<file path="src/stpc_pkg.sv">
// Constants, modes and register map for the safe stop restart controller.
// Assumes a 100 MHz clock and an APB register slave with 32-bit data.
// Operation
// - Relay removes input level to request stop
// - Stop request kills output drive, motor coasts
// - Internal fault never re-enables drive while stopped
// - Stop status held until operation truly resumes
// - Prevention mode: restore level, then reset
// - Reset from bus, digital input or key
// - Mode defaults to 1; 3 gives auto restart
// - With thermistor, modes 5, 7 and 8 auto restart
// - Auto mode resumes once level is restored
// - Relay ANDs thermistor output with safety sensor
// - Thermistor fitted unlocks modes 4 to 9
// - Modes 1/3 plus thermistor trip: dangerous failure
// - Modes 4/5 plus external stop: dangerous failure
// - Combined installation must configure modes 6 to 9
// - Ramped stop first, drop input after delay
// - Unfinished ramp is abandoned when input drops
// - Relay reset fed by guided contactor contact
// - Reset while level removed keeps drive stopped
// - Prevention stop is alarm, auto stop warning
package stpc_pkg;
    localparam int ADDR_W = 8;
    localparam int DATA_W = 32;
    localparam logic [7:0] REG_CFG = 8'h00;
    localparam logic [7:0] REG_CTRL = 8'h04;
    localparam logic [7:0] REG_STATUS = 8'h08;
    localparam int CFG_MODE_LSB = 0;
    localparam int CFG_MODE_W = 4;
    localparam int CFG_THERM_BIT = 4;
    localparam int CTRL_RESUME_BIT = 0;
    localparam int CTRL_RUN_BIT = 1;
    localparam int ST_ACTIVE_BIT = 0;
    localparam int ST_ALARM_BIT = 1;
    localparam int ST_WARN_BIT = 2;
    localparam int ST_DANGER_BIT = 3;
    localparam int ST_LEVEL_BIT = 4;
    localparam int ST_DRIVE_BIT = 5;
    localparam int ST_RAMP_BIT = 6;
    localparam logic [3:0] MODE_ALARM = 4'h1;
    localparam logic [3:0] MODE_WARN = 4'h3;
    localparam logic [3:0] MODE_PTC_ALARM = 4'h4;
    localparam logic [3:0] MODE_PTC_WARN = 4'h5;
    localparam logic [3:0] MODE_RELAY_A = 4'h6;
    localparam logic [3:0] MODE_RELAY_W = 4'h7;
    localparam logic [3:0] MODE_RELAY_AW = 4'h8;
    localparam logic [3:0] MODE_RELAY_WA = 4'h9;
    localparam logic [3:0] CFG_MODE_RST = MODE_ALARM;
    localparam logic CFG_THERM_RST = 1'b0;
    localparam logic CTRL_RUN_RST = 1'b0;
    localparam int CLK_MHZ = 100;
    localparam int STOP_RESPONSE_MS = 10;
    localparam int STOP_RESPONSE_CYC = STOP_RESPONSE_MS * 1000 * CLK_MHZ;
    localparam int SAFE_DELAY_MS = 100;
    localparam int SAFE_DELAY_CYC = SAFE_DELAY_MS * 1000 * CLK_MHZ;
    localparam int SYNC_STAGES = 2;
    typedef enum logic {STPC_RUN, STPC_STOPPED} stpc_state_e;
endpackage

</file>
<file path="src/stpc_link_if.sv">
// Link between the external safety relay and the drive's safe stop input.
// Relay end drives both wires; device end only samples them.
`timescale 1ns/1ps
interface stpc_link_if;
    logic safe_stop_input;
    logic ramped_stop_request;
    modport device (input safe_stop_input, input ramped_stop_request);
    modport relay (output safe_stop_input, output ramped_stop_request);
endinterface

</file>
<file path="src/stpc_sync.sv">
// Two-flop level synchroniser with a constant reset value.
// Assumes the input may change at any time relative to clk.
`timescale 1ns/1ps
module stpc_sync
    import stpc_pkg::*;
#(
    parameter int STAGES = SYNC_STAGES,
    parameter logic RST_VAL = 1'b0
)(
    input wire logic clk,
    input wire logic sys_rst,
    input wire logic din,
    output logic dout
);
    logic [STAGES-1:0] chain;

    always_ff @(posedge clk or posedge sys_rst)
    begin
        if (sys_rst)
            chain <= {STAGES{RST_VAL}};
        else
            chain <= {chain[STAGES-2:0], din};
    end

    assign dout = chain[STAGES-1];
endmodule

</file>
<file path="src/stpc_device.sv">
// Drive-side safe stop controller with an APB register slave.
// Assumes the link wires and local inputs are synchronous to clk.
`timescale 1ns/1ps
module stpc_device
    import stpc_pkg::*;
(
    input wire logic clk,
    input wire logic sys_rst,
    input wire logic psel,
    input wire logic penable,
    input wire logic pwrite,
    input wire logic [ADDR_W-1:0] paddr,
    input wire logic [DATA_W-1:0] pwdata,
    output logic [DATA_W-1:0] prdata,
    output logic pready,
    output logic pslverr,
    stpc_link_if.device link,
    input wire logic reset_din,
    input wire logic reset_key,
    input wire logic thermistor_trip_output,
    input wire logic internal_fault,
    output logic drive_enable,
    output logic ramp_active,
    output logic safe_stop_active,
    output logic safe_stop_alarm_code,
    output logic safe_stop_warning_code,
    output logic dangerous_failure_alarm
);
    stpc_state_e state;
    stpc_state_e next_state;
    logic [CFG_MODE_W-1:0] cfg_mode;
    logic cfg_therm;
    logic ctrl_run;
    logic bus_resume;
    logic level_sync;
    logic therm_sync;
    logic din_q;
    logic key_q;
    logic resume_req;
    logic auto_mode;
    logic stop_now;
    logic danger_now;
    logic wr_access;
    logic rd_setup;
    logic [DATA_W-1:0] status_word;

    // Auto restart decode, used for restart and reporting
    function automatic logic is_auto(input logic [CFG_MODE_W-1:0] m, input logic therm);
        logic r;
        r = 1'b0;
        if (m == MODE_WARN)
            r = 1'b1;
        if (therm && (m == MODE_RELAY_W || m == MODE_RELAY_AW || m == MODE_PTC_WARN))
            r = 1'b1;
        return r;
    endfunction

    // Mode is one usable only without an external relay
    function automatic logic is_ptc_only(input logic [CFG_MODE_W-1:0] m, input logic therm);
        return therm && (m == MODE_PTC_ALARM || m == MODE_PTC_WARN);
    endfunction

    function automatic logic is_plain(input logic [CFG_MODE_W-1:0] m);
        return (m == MODE_ALARM) || (m == MODE_WARN);
    endfunction

    // Restore path and status bit; stop path uses the wire directly
    stpc_sync #(.STAGES(SYNC_STAGES), .RST_VAL(1'b0)) u_level_sync
    (
        .clk(clk),
        .sys_rst(sys_rst),
        .din(link.safe_stop_input),
        .dout(level_sync)
    );

    stpc_sync #(.STAGES(SYNC_STAGES), .RST_VAL(1'b1)) u_therm_sync
    (
        .clk(clk),
        .sys_rst(sys_rst),
        .din(thermistor_trip_output),
        .dout(therm_sync)
    );

    assign wr_access = psel && penable && pwrite;
    assign rd_setup = psel && !penable;
    assign auto_mode = is_auto(cfg_mode, cfg_therm);
    // Level low means stop, independent of mode
    assign stop_now = !link.safe_stop_input;

    // Misconfiguration: wrong source tripped the input
    always_comb
    begin
        danger_now = 1'b0;
        if (is_plain(cfg_mode) && !therm_sync)
            danger_now = 1'b1;
        if (is_ptc_only(cfg_mode, cfg_therm) && stop_now && therm_sync)
            danger_now = 1'b1;
    end

    // Reset edges from the digital input and the key
    always_ff @(posedge clk or posedge sys_rst)
    begin
        if (sys_rst)
        begin
            din_q <= 1'b0;
            key_q <= 1'b0;
        end
        else
        begin
            din_q <= reset_din;
            key_q <= reset_key;
        end
    end

    assign resume_req = bus_resume || (reset_din && !din_q) || (reset_key && !key_q);

    always_comb
    begin
        next_state = state;
        unique case (state)
            STPC_RUN:
            begin
                if (stop_now || danger_now)
                    next_state = STPC_STOPPED;
            end
            STPC_STOPPED:
            begin
                // Resume only with restored level and no hazard
                if (level_sync && !stop_now && !dangerous_failure_alarm && !danger_now)
                begin
                    if (auto_mode)
                        next_state = STPC_RUN;
                    else if (resume_req)
                        next_state = STPC_RUN;
                end
                else if (dangerous_failure_alarm && level_sync && !stop_now && resume_req
                    && !danger_now)
                    next_state = STPC_RUN;
            end
        endcase
    end

    always_ff @(posedge clk or posedge sys_rst)
    begin
        if (sys_rst)
            state <= STPC_RUN;
        else
            state <= next_state;
    end

    // Output stage gate, no restart from a fault while stopped
    always_ff @(posedge clk or posedge sys_rst)
    begin
        if (sys_rst)
            drive_enable <= 1'b0;
        else
            drive_enable <= (next_state == STPC_RUN) && !stop_now && ctrl_run
                && !internal_fault;
    end

    // Ramp follows the relay request until the input drops
    always_ff @(posedge clk or posedge sys_rst)
    begin
        if (sys_rst)
            ramp_active <= 1'b0;
        else
            ramp_active <= link.ramped_stop_request && (next_state == STPC_RUN)
                && !stop_now;
    end

    always_ff @(posedge clk or posedge sys_rst)
    begin
        if (sys_rst)
            safe_stop_active <= 1'b0;
        else
            safe_stop_active <= (next_state == STPC_STOPPED);
    end

    // Report kind chosen at stop entry and held until resume
    always_ff @(posedge clk or posedge sys_rst)
    begin
        if (sys_rst)
        begin
            safe_stop_alarm_code <= 1'b0;
            safe_stop_warning_code <= 1'b0;
        end
        else if (next_state == STPC_RUN)
        begin
            safe_stop_alarm_code <= 1'b0;
            safe_stop_warning_code <= 1'b0;
        end
        else if (state == STPC_RUN)
        begin
            safe_stop_alarm_code <= !auto_mode;
            safe_stop_warning_code <= auto_mode;
        end
    end

    // Set wins over the resume that would clear it
    always_ff @(posedge clk or posedge sys_rst)
    begin
        if (sys_rst)
            dangerous_failure_alarm <= 1'b0;
        else if (danger_now)
            dangerous_failure_alarm <= 1'b1;
        else if (next_state == STPC_RUN)
            dangerous_failure_alarm <= 1'b0;
    end

    // Configuration register
    always_ff @(posedge clk or posedge sys_rst)
    begin
        if (sys_rst)
        begin
            cfg_mode <= CFG_MODE_RST;
            cfg_therm <= CFG_THERM_RST;
        end
        else if (wr_access && paddr == REG_CFG)
        begin
            cfg_mode <= pwdata[CFG_MODE_LSB +: CFG_MODE_W];
            cfg_therm <= pwdata[CFG_THERM_BIT];
        end
    end

    // Control register; resume bit is a one-cycle pulse
    always_ff @(posedge clk or posedge sys_rst)
    begin
        if (sys_rst)
        begin
            ctrl_run <= CTRL_RUN_RST;
            bus_resume <= 1'b0;
        end
        else
        begin
            bus_resume <= wr_access && paddr == REG_CTRL && pwdata[CTRL_RESUME_BIT];
            if (wr_access && paddr == REG_CTRL)
                ctrl_run <= pwdata[CTRL_RUN_BIT];
        end
    end

    always_comb
    begin
        status_word = '0;
        status_word[ST_ACTIVE_BIT] = safe_stop_active;
        status_word[ST_ALARM_BIT] = safe_stop_alarm_code;
        status_word[ST_WARN_BIT] = safe_stop_warning_code;
        status_word[ST_DANGER_BIT] = dangerous_failure_alarm;
        status_word[ST_LEVEL_BIT] = level_sync;
        status_word[ST_DRIVE_BIT] = drive_enable;
        status_word[ST_RAMP_BIT] = ramp_active;
    end

    // Read data and error prepared in the setup cycle
    always_ff @(posedge clk or posedge sys_rst)
    begin
        if (sys_rst)
        begin
            prdata <= '0;
            pslverr <= 1'b0;
        end
        else if (rd_setup)
        begin
            pslverr <= !(paddr == REG_CFG || paddr == REG_CTRL || paddr == REG_STATUS)
                || (pwrite && paddr == REG_STATUS);
            prdata <= '0;
            if (!pwrite)
            begin
                if (paddr == REG_CFG)
                    prdata <= {{(DATA_W-CFG_MODE_W-1){1'b0}}, cfg_therm, cfg_mode};
                else if (paddr == REG_CTRL)
                    prdata <= {{(DATA_W-2){1'b0}}, ctrl_run, 1'b0};
                else if (paddr == REG_STATUS)
                    prdata <= status_word;
            end
        end
    end

    // Zero wait states once out of reset
    always_ff @(posedge clk or posedge sys_rst)
    begin
        if (sys_rst)
            pready <= 1'b0;
        else
            pready <= 1'b1;
    end
endmodule

</file>
<file path="src/flat_wrapper.sv">
// flat-port wrapper written by rule: the top's interface ports become plain ports
module stpc_device_flat import stpc_pkg::*;
  (clk, sys_rst, psel, penable, pwrite, paddr, pwdata, prdata, pready, pslverr, reset_din, reset_key, thermistor_trip_output, internal_fault, drive_enable, ramp_active, safe_stop_active, safe_stop_alarm_code, safe_stop_warning_code, dangerous_failure_alarm, link_safe_stop_input, link_ramped_stop_request);
  stpc_link_if link_i ();
  input wire logic clk;
  input wire logic sys_rst;
  input wire logic psel;
  input wire logic penable;
  input wire logic pwrite;
  input wire logic [ADDR_W-1:0] paddr;
  input wire logic [DATA_W-1:0] pwdata;
  output logic [DATA_W-1:0] prdata;
  output logic pready;
  output logic pslverr;
  input wire logic reset_din;
  input wire logic reset_key;
  input wire logic thermistor_trip_output;
  input wire logic internal_fault;
  output logic drive_enable;
  output logic ramp_active;
  output logic safe_stop_active;
  output logic safe_stop_alarm_code;
  output logic safe_stop_warning_code;
  output logic dangerous_failure_alarm;
  input wire logic [$bits(link_i.safe_stop_input)-1:0] link_safe_stop_input;
  input wire logic [$bits(link_i.ramped_stop_request)-1:0] link_ramped_stop_request;
  assign link_i.safe_stop_input = link_safe_stop_input;
  assign link_i.ramped_stop_request = link_ramped_stop_request;
  stpc_device u_core (.clk(clk), .sys_rst(sys_rst), .psel(psel), .penable(penable), .pwrite(pwrite), .paddr(paddr), .pwdata(pwdata), .prdata(prdata), .pready(pready), .pslverr(pslverr), .link(link_i), .reset_din(reset_din), .reset_key(reset_key), .thermistor_trip_output(thermistor_trip_output), .internal_fault(internal_fault), .drive_enable(drive_enable), .ramp_active(ramp_active), .safe_stop_active(safe_stop_active), .safe_stop_alarm_code(safe_stop_alarm_code), .safe_stop_warning_code(safe_stop_warning_code), .dangerous_failure_alarm(dangerous_failure_alarm));
endmodule
</file>
<file path="config.mk">
export PLATFORM = sky130hd
export DESIGN_NAME = stpc_device_flat
export DESIGN_NICKNAME = d
export VERILOG_FILES = /design/src/stpc_pkg.sv /design/src/stpc_link_if.sv /design/src/stpc_sync.sv /design/src/stpc_device.sv /design/src/flat_wrapper.sv
export SDC_FILE = /design/constraint.sdc
export NUM_CORES = 1
export LEC_CHECK = 0
export ABC_AREA = 1
export BUFFER_PORTS_ARGS = -buffer_cell sky130_fd_sc_hd__buf_2
export CAP_MARGIN = 20
export CORE_MARGIN = 1.5
export CORE_UTILIZATION = 42
export DETAILED_ROUTE_END_ITERATION = 10
export HOLD_SLACK_MARGIN = 0.15
export PLACE_DENSITY = 0.79
export SYNTH_ARGS = -nofsm -noshare
export SYNTH_HDL_FRONTEND = slang
export SYNTH_HIERARCHICAL = 1
export SYNTH_SLANG_ARGS = --single-unit
</file>
<file path="constraint.sdc">
create_clock -name clk -period 2 [get_ports clk]
set_clock_uncertainty 0.2 [all_clocks]
set_input_delay 0.1 -clock clk [delete_from_list [all_inputs] [get_ports clk]]
set_output_delay 0.1 -clock clk [all_outputs]
set_load 0.02 [all_outputs]
</file>
# [Word-level counts from Yosys, hierarchy flattened]
# Index checks and enable logic that the tools add are counted.
# Widths: inputs -> output; s select.
[totals] output_inout_bits=40 elab_cells=96 ff_bits=53
[classes] n_eq_ne=10 reduce_logical=47 muxes=20 bitwise=2
[op_table] operator="$mux 32" n=3
[op_table] operator="$logic_and 1x1->1" n=26
[op_table] operator="$mux 1" n=15
[op_table] operator="$eq 4x3->1 const B" n=3
[op_table] operator="$logic_not 1->1" n=10
[op_table] operator="$logic_or 1x1->1" n=10
[op_table] operator="$eq 8x3->1 const B" n=1
[op_table] operator="$eq 8x4->1 const B" n=1
[op_table] operator="$logic_not 8->1" n=1
[op_table] operator="$mux 7" n=1
[op_table] operator="$eq 4x1->1 const B" n=1
[op_table] operator="$eq 4x2->1 const B" n=1
[op_table] operator="$eq 4x4->1 const B" n=1
[op_table] operator="$ne 2x2->1 const B" n=2
[op_table] operator="$not 1->1" n=2
[op_table] operator="$pmux 1 s2" n=1

# [Logic depth before layout (Yosys ltp)]
[logic_depth] depth_word=15 depth_mapped=11

# [Cells and area by module]
# The synthesis kept the hierarchy.
[modules_own_cells] mod="stpc_device" area_per_inst_um2=1332.5 seq_area_each_um2=601.8 cells_per_inst=167 n_inst=1
[modules_own_cells] mod="stpc_sync (u_core.u_therm_sync)" area_per_inst_um2=56.3 seq_area_each_um2=52.6 cells_per_inst=3 n_inst=1
[modules_own_cells] mod="stpc_sync (u_core.u_level_sync)" area_per_inst_um2=53.8 seq_area_each_um2=50.0 cells_per_inst=3 n_inst=1

# [Least setup slack after synthesis]
# OpenSTA, ideal clock, no wires.
[synth_path] path_type="flip-flop to flip-flop" from="register u_core.cfg_mode[0]" to="register u_core.dangerous_failure_alarm" synth_period_minus_slack_ns=1.434 stages_incl_launch_ff=10 arrival_ns=1.117 path_slack_ns=0.566 path_buffers=0 setup_ns=0.117 path_cell_list="dfstp_2 -> nand3_1 -> nand2_1 -> nand2_1 -> nand2_1 -> nand2_1 -> nand2_1 -> nand2_1 -> nand2_1 -> nand2_1"
[synth_via] elab_chain_len=12 word_cells_on_any_way=30 cone_classes="eq/ne: 7; mux: 10; reduce/logical: 13"
[synth_rtl] element="start: declaration" line="stpc_device.sv:31" source="logic [CFG_MODE_W-1:0] cfg_mode;"
[synth_rtl] element="start signal: assignment" line="stpc_device.sv:220" source="cfg_mode <= pwdata[CFG_MODE_LSB +: CFG_MODE_W];"
[synth_rtl] element="$eq 4x3->1, on equally long branches" line="stpc_device.sv:60, stpc_device.sv:53"
[synth_rtl] element="$logic_or 1x1->1" line="stpc_device.sv:60" source="return therm && (m == MODE_PTC_ALARM || m == MODE_PTC_WARN);"
[synth_rtl] element="$logic_and 1x1->1" line="stpc_device.sv:60"
[synth_rtl] element="$logic_and 1x1->1 (2 in series)" line="stpc_device.sv:96" source="if (is_ptc_only(cfg_mode, cfg_therm) && stop_now && therm_sync)"
[synth_rtl] element="$mux 1" line="stpc_device.sv:96"
[synth_rtl] element="$logic_not 1->1" line="stpc_device.sv:129, stpc_device.sv:137"
[synth_rtl] element="$logic_and 1x1->1" line="stpc_device.sv:137" source="&& !danger_now)"
[synth_rtl] element="$mux 1" line="stpc_device.sv:136" source="else if (dangerous_failure_alarm && level_sync && !stop_now && resume_req"
[synth_rtl] element="$mux 1" line="stpc_device.sv:129" source="if (level_sync && !stop_now && !dangerous_failure_alarm && !danger_now)"
[synth_rtl] element="$pmux 1 s2 *" line="stpc_device.sv:120" source="unique case (state)"
[synth_rtl] element="named net u_core.next_state" line="stpc_device.sv:30" source="stpc_state_e next_state;"
[synth_rtl] element="$ne 2x2->1 (no line) *"
[synth_rtl] element="end signal: assignment" line="stpc_device.sv:203" source="dangerous_failure_alarm <= 1'b0;"
[synth_rtl] element="end signal: assignment" line="stpc_device.sv:205" source="dangerous_failure_alarm <= 1'b1;"
[synth_rtl] element="end signal: assignment" line="stpc_device.sv:207" source="dangerous_failure_alarm <= 1'b0;"
[synth_rtl] element="end: declaration" line="stpc_device.sv:27" source="output logic dangerous_failure_alarm"
# Mark *: on every way through the listed nets, which the timed path passes. The rest lies on a longest branch.
# A chain may end at the register's enable or synchronous reset.

# [Worst setup path in the final report]
[layout_path] from="input port penable" to="register u_core.prdata[3]"
[layout_via] elab_chain_len=2
[layout_rtl] element="start: declaration" line="flat_wrapper.sv:8" source="input wire logic penable;"
[layout_rtl] element="$logic_not 1->1" line="stpc_device.sv:85" source="assign rd_setup = psel && !penable;"
[layout_rtl] element="$logic_and 1x1->1" line="stpc_device.sv:85"
[layout_rtl] element="end signal: assignment" line="stpc_device.sv:269" source="prdata <= {{(DATA_W-CFG_MODE_W-1){1'b0}}, cfg_therm, cfg_mode};"
[layout_rtl] element="end signal: assignment" line="stpc_device.sv:271" source="prdata <= {{(DATA_W-2){1'b0}}, ctrl_run, 1'b0};"
[layout_rtl] element="end signal: assignment" line="stpc_device.sv:273" source="prdata <= status_word;"
[layout_rtl] element="end: declaration" line="stpc_device.sv:14" source="output logic [DATA_W-1:0] prdata,"
# Every way passes these cells.

==> impl_results.rst <==
.. list-table::
   :header-rows: 1

   * - Metric
     - Value
   * - Placement Setup Slack
     - approximately 0.43 ns
   * - Portion of total power attributed to the clock network
     - a little over a quarter
   * - Crit Path Class
     - input pin to flop
   * - Die W
     - about 62 um
   * - Static leakage
     - 1.12 nW
   * - Beginning of the worst hold path
     - u_core/u_level_sync/chain[0]
   * - Run status
     - finished, final reports clean
   * - Number of endpoints with negative hold slack in the final report
     - 0
   * - Critical R2R Capture
     - u_core/prdata[3]
   * - Final Worst Setup Slack
     - 0.0801 ns
   * - Max Freq
     - approximately 0.52 GHz
   * - Number of iterations in the first detailed-routing pass
     - 4
   * - Core box area
     - approximately 3300 um2
   * - Slowest stage delay, CP
     - about 0.57 ns
   * - Arrival time worst endpoint
     - around 2.0 ns
   * - Worst hold margin
     - approximately 0.17 ns
   * - Proportion of total power due to net switching
     - between 20% and 30%
   * - Peak VDD IR
     - 308 uV
   * - Aggregate global routing overflow
     - 0
   * - Cell repeated most along the worst path
     - sky130_fd_sc_hd__dlygate4sd3_1
   * - ANT nets after route
     - 0
   * - Layout cell share with drive strength beyond 1
     - a little over a fifth
   * - Cell chosen for the clock root
     - sky130_fd_sc_hd__clkbuf_4
   * - Part of the total power dissipated in combinational logic
     - between 10% and 20%
   * - Count of vias placed by the detailed router
     - roughly 1300
   * - Standard-cell rows
     - 21
   * - Family with the most delay on the worst path
     - buffers and inverters
   * - Area occupied by registers
     - around 700 um2
   * - Drt wl/cell
     - 10.6 um
   * - #FFs+latches synth
     - 28
   * - Required time of the critical path
     - between 2 and 2.5 ns
   * - Most frequent standard cell in the layout excluding fill and tap cells
     - sky130_fd_sc_hd__buf_2
   * - FF-to-FF path depth
     - 5
   * - Setup Total Neg Slack
     - 0 ns
   * - Final worst path period need
     - roughly 1.9 ns
   * - Die area
     - between 3000 and 4000 um2
   * - Cell at the slowest stage of the critical path
     - sky130_fd_sc_hd__dlygate4sd3_1
   * - Crit Path Max Fanout
     - 9
   * - Unique cell type count in the Yosys netlist
     - 22
   * - Drt first-iter violations
     - 43
   * - Global-route wire length before repair
     - a little under 5 mm
   * - Area of the multi-input gates
     - 557 um2
   * - Layout area overhead
     - 36.3%
   * - Period utilization
     - 96.0%
   * - Final Wtd Congestion
     - 0.838
   * - Number of filler instances in the final layout
     - between 300 and 400
   * - Half-perimeter wire length after detailed placement
     - ~2.1 mm
   * - Part of the Yosys area used for sequential elements
     - about half
   * - Number of antenna violations at the first check in global routing
     - 0
   * - Launching element type of the critical path
     - input pin
   * - WL final
     - between 3 and 4 mm
   * - Top library cells by usage in the layout, fill and taps aside
     - sky130_fd_sc_hd__buf_2, sky130_fd_sc_hd__nand2_1, sky130_fd_sc_hd__dlygate4sd3_1
   * - Post-Synthesis Cells
     - approximately 170
   * - Cell internal power dissipation
     - 0.758 mW
   * - Clk pin slew, worst setup/hold paths
     - ~0.15 ns
   * - # Max-Cap Violations
     - 0
   * - Maximum root-to-sink buffer count
     - 2
   * - Number of CTS-inserted buffers
     - 3
   * - Average footprint of a synthesized cell
     - between 8 and 9 um2
   * - Number of warning messages in the yosys log
     - 6
   * - TritonCTS clock tree
     - done
   * - Depth of the worst hold-timing path
     - 0
   * - Number of H-tree branching levels
     - 1
   * - Reg-to-reg startpoint
     - u_core/cfg_mode[3]
   * - Worst hold endpoint
     - u_core/u_level_sync/chain[1]
   * - Power density cells
     - around 530 nW/um2
   * - Drt drc
     - 0
   * - Via/cell ratio
     - between 4 and 5
   * - Max-slew violation total from the final report
     - 0
   * - Series of cell instances along the critical path
     - dlygate4sd3_1, buf_2, inv_1, nand2_4, nor2_4, inv_2, nor2_1, a22oi_1, dlygate4sd3_1, nand2_1
   * - Net switching power
     - 0.288 mW
   * - Die outline height
     - roughly 62 um
   * - Number of top-level design ports
     - 91
   * - Hold/Removal Path Class
     - flop to flop
   * - Number of clock sinks
     - 28
   * - Net count of the finished layout
     - 299
   * - Syn Std Cell Area
     - 1440 um2
   * - Total global routing track utilization
     - roughly 18%
   * - Final antenna diode count
     - 0
   * - Worst setup EP type
     - flop
   * - Clock network latency to the later pin of the worst-skew pair
     - roughly 0.32 ns
   * - Register share of total power
     - approximately 57%
   * - Setup violators final
     - 0
   * - Largest net degree at the start of global routing
     - 25
   * - Number of port buffers
     - 38
   * - Starting density of the core
     - a little over two fifths
   * - Post CTS Setup Buffer Count
     - 0
   * - CP bufs+invs
     - 5
   * - Number of global-route vias before repair
     - approximately 1200
   * - Register-to-register setup slack
     - between 0.3 and 0.4 ns
==> cell families (layout without fill, tap and decap cells) <==
| kind of cell | Yosys count | count (layout) | synth area share (%) |
|---|---|---|---|
| buffers and inverters | 50 | 100 | 19.5 |
| AND/OR/NAND/NOR | 73 | 73 | 23.1 |
| other | 2 | 26 | 0.521 |
| AO/OA/AOI/OAI | 19 | 19 | 7.37 |
| flip-flops | 28 | 28 | 48.8 |
| multiplexers | 1 | 1 | 0.694 |
==> worst max-delay path by stage <==
stage / from / to / slack [ns] / cells after the start
finish: penable / u_core/prdata[3] / 0.08 / 10
global route: psel / u_core/cfg_mode[2] / -0.009 / 7
detailed placement: u_core/cfg_mode[0] / u_core/dangerous_failure_alarm / 0.43 / 9
global placement: u_core/cfg_mode[0] / u_core/dangerous_failure_alarm / 0.44 / 9
floorplan: u_core/cfg_mode[0] / u_core/dangerous_failure_alarm / 0.57 / 9
CTS: penable / u_core/prdata[3] / 0.02 / 10
==> state kept, by name (all words and copies together), names as in the netlist <==
signal                          count
u_core/bus_resume                   1
u_core/cfg_mode                     4
u_core/cfg_therm                    1
u_core/ctrl_run                     1
u_core/dangerous_failure_alarm      1
u_core/din_q                        1
u_core/drive_enable                 1
u_core/key_q                        1
u_core/prdata                       7
u_core/pready                       1
u_core/pslverr                      1
u_core/ramp_active                  1
u_core/safe_stop_active             1
u_core/safe_stop_alarm_code         1
u_core/safe_stop_warning_code       1
u_core/u_level_sync/chain           2
u_core/u_therm_sync/chain           2
==> repair_timing <==
| action | CTS | global route |
|---|---|---|
| gates resized for setup | 0 | 3 |
| hold buffers | 32 | 0 |
| hold endpoints to repair | 53 | 0 |
| setup endpoints to repair | 0 | 1 |
==> per-layer routing <==
metal  wire length (um)  GRT usage (%)  vias to the layer above
li1                   -              -                      635
met1               1310           21.3                      608
met2               1640           32.2                       37
met3                134           2.10                        2
met4                 12           5.78                        0
met5                  0              0                        -
==> area by class of cell <==
cell class	instances	share of cell area [%]
Tap cell	46	2.93
Sequential cell	28	35.8
Multi-Input combinational cell	119	28.3
Timing Repair Buffer	71	26.3
Clock buffer	4	1.84
Inverter	25	4.77
==> Yosys cell counts (all sizes together) <==
library cell	count	share of area [%]
nand2	36	10
buf	25	13
dfrtp	25	43
inv	25	6.5
nor2	20	5.9
nand3	11	3.8
a21oi	9	3.1
o21ai	6	2.1
a22oi	3	1.6
dfstp	3	5.5
nor3	3	1.8
conb	2	0.52
nand4	2	0.87
mux2i	1	0.69
nor4	1	0.43
o2111ai	1	0.61
==> power groups by stage <==
stage	logic (mW)	clock network, mW	registers [mW]
floorplan	0.123	0	0.615
global placement	0.142	0	0.606
detailed placement	0.144	0	0.607
CTS	0.173	0.288	0.597
global route	0.201	0.305	0.599
finish	0.176	0.273	0.597
==> metrics by stage <==
step | power, mW | utilization [%] | cell area, um2 | instances
final | 1.05 | 59.4 | 1970 | 293
after global routing | 1.10 | 59.4 | 1970 | 293
after detailed placement | 0.751 | 48.3 | 1600 | 257
after global placement | 0.749 | 48.3 | 1600 | 257
after CTS | 1.06 | 59.1 | 1960 | 293
after floorplan | 0.739 | - | 1530 | 197
No activity file was read; power rests on OpenSTA's default activity.
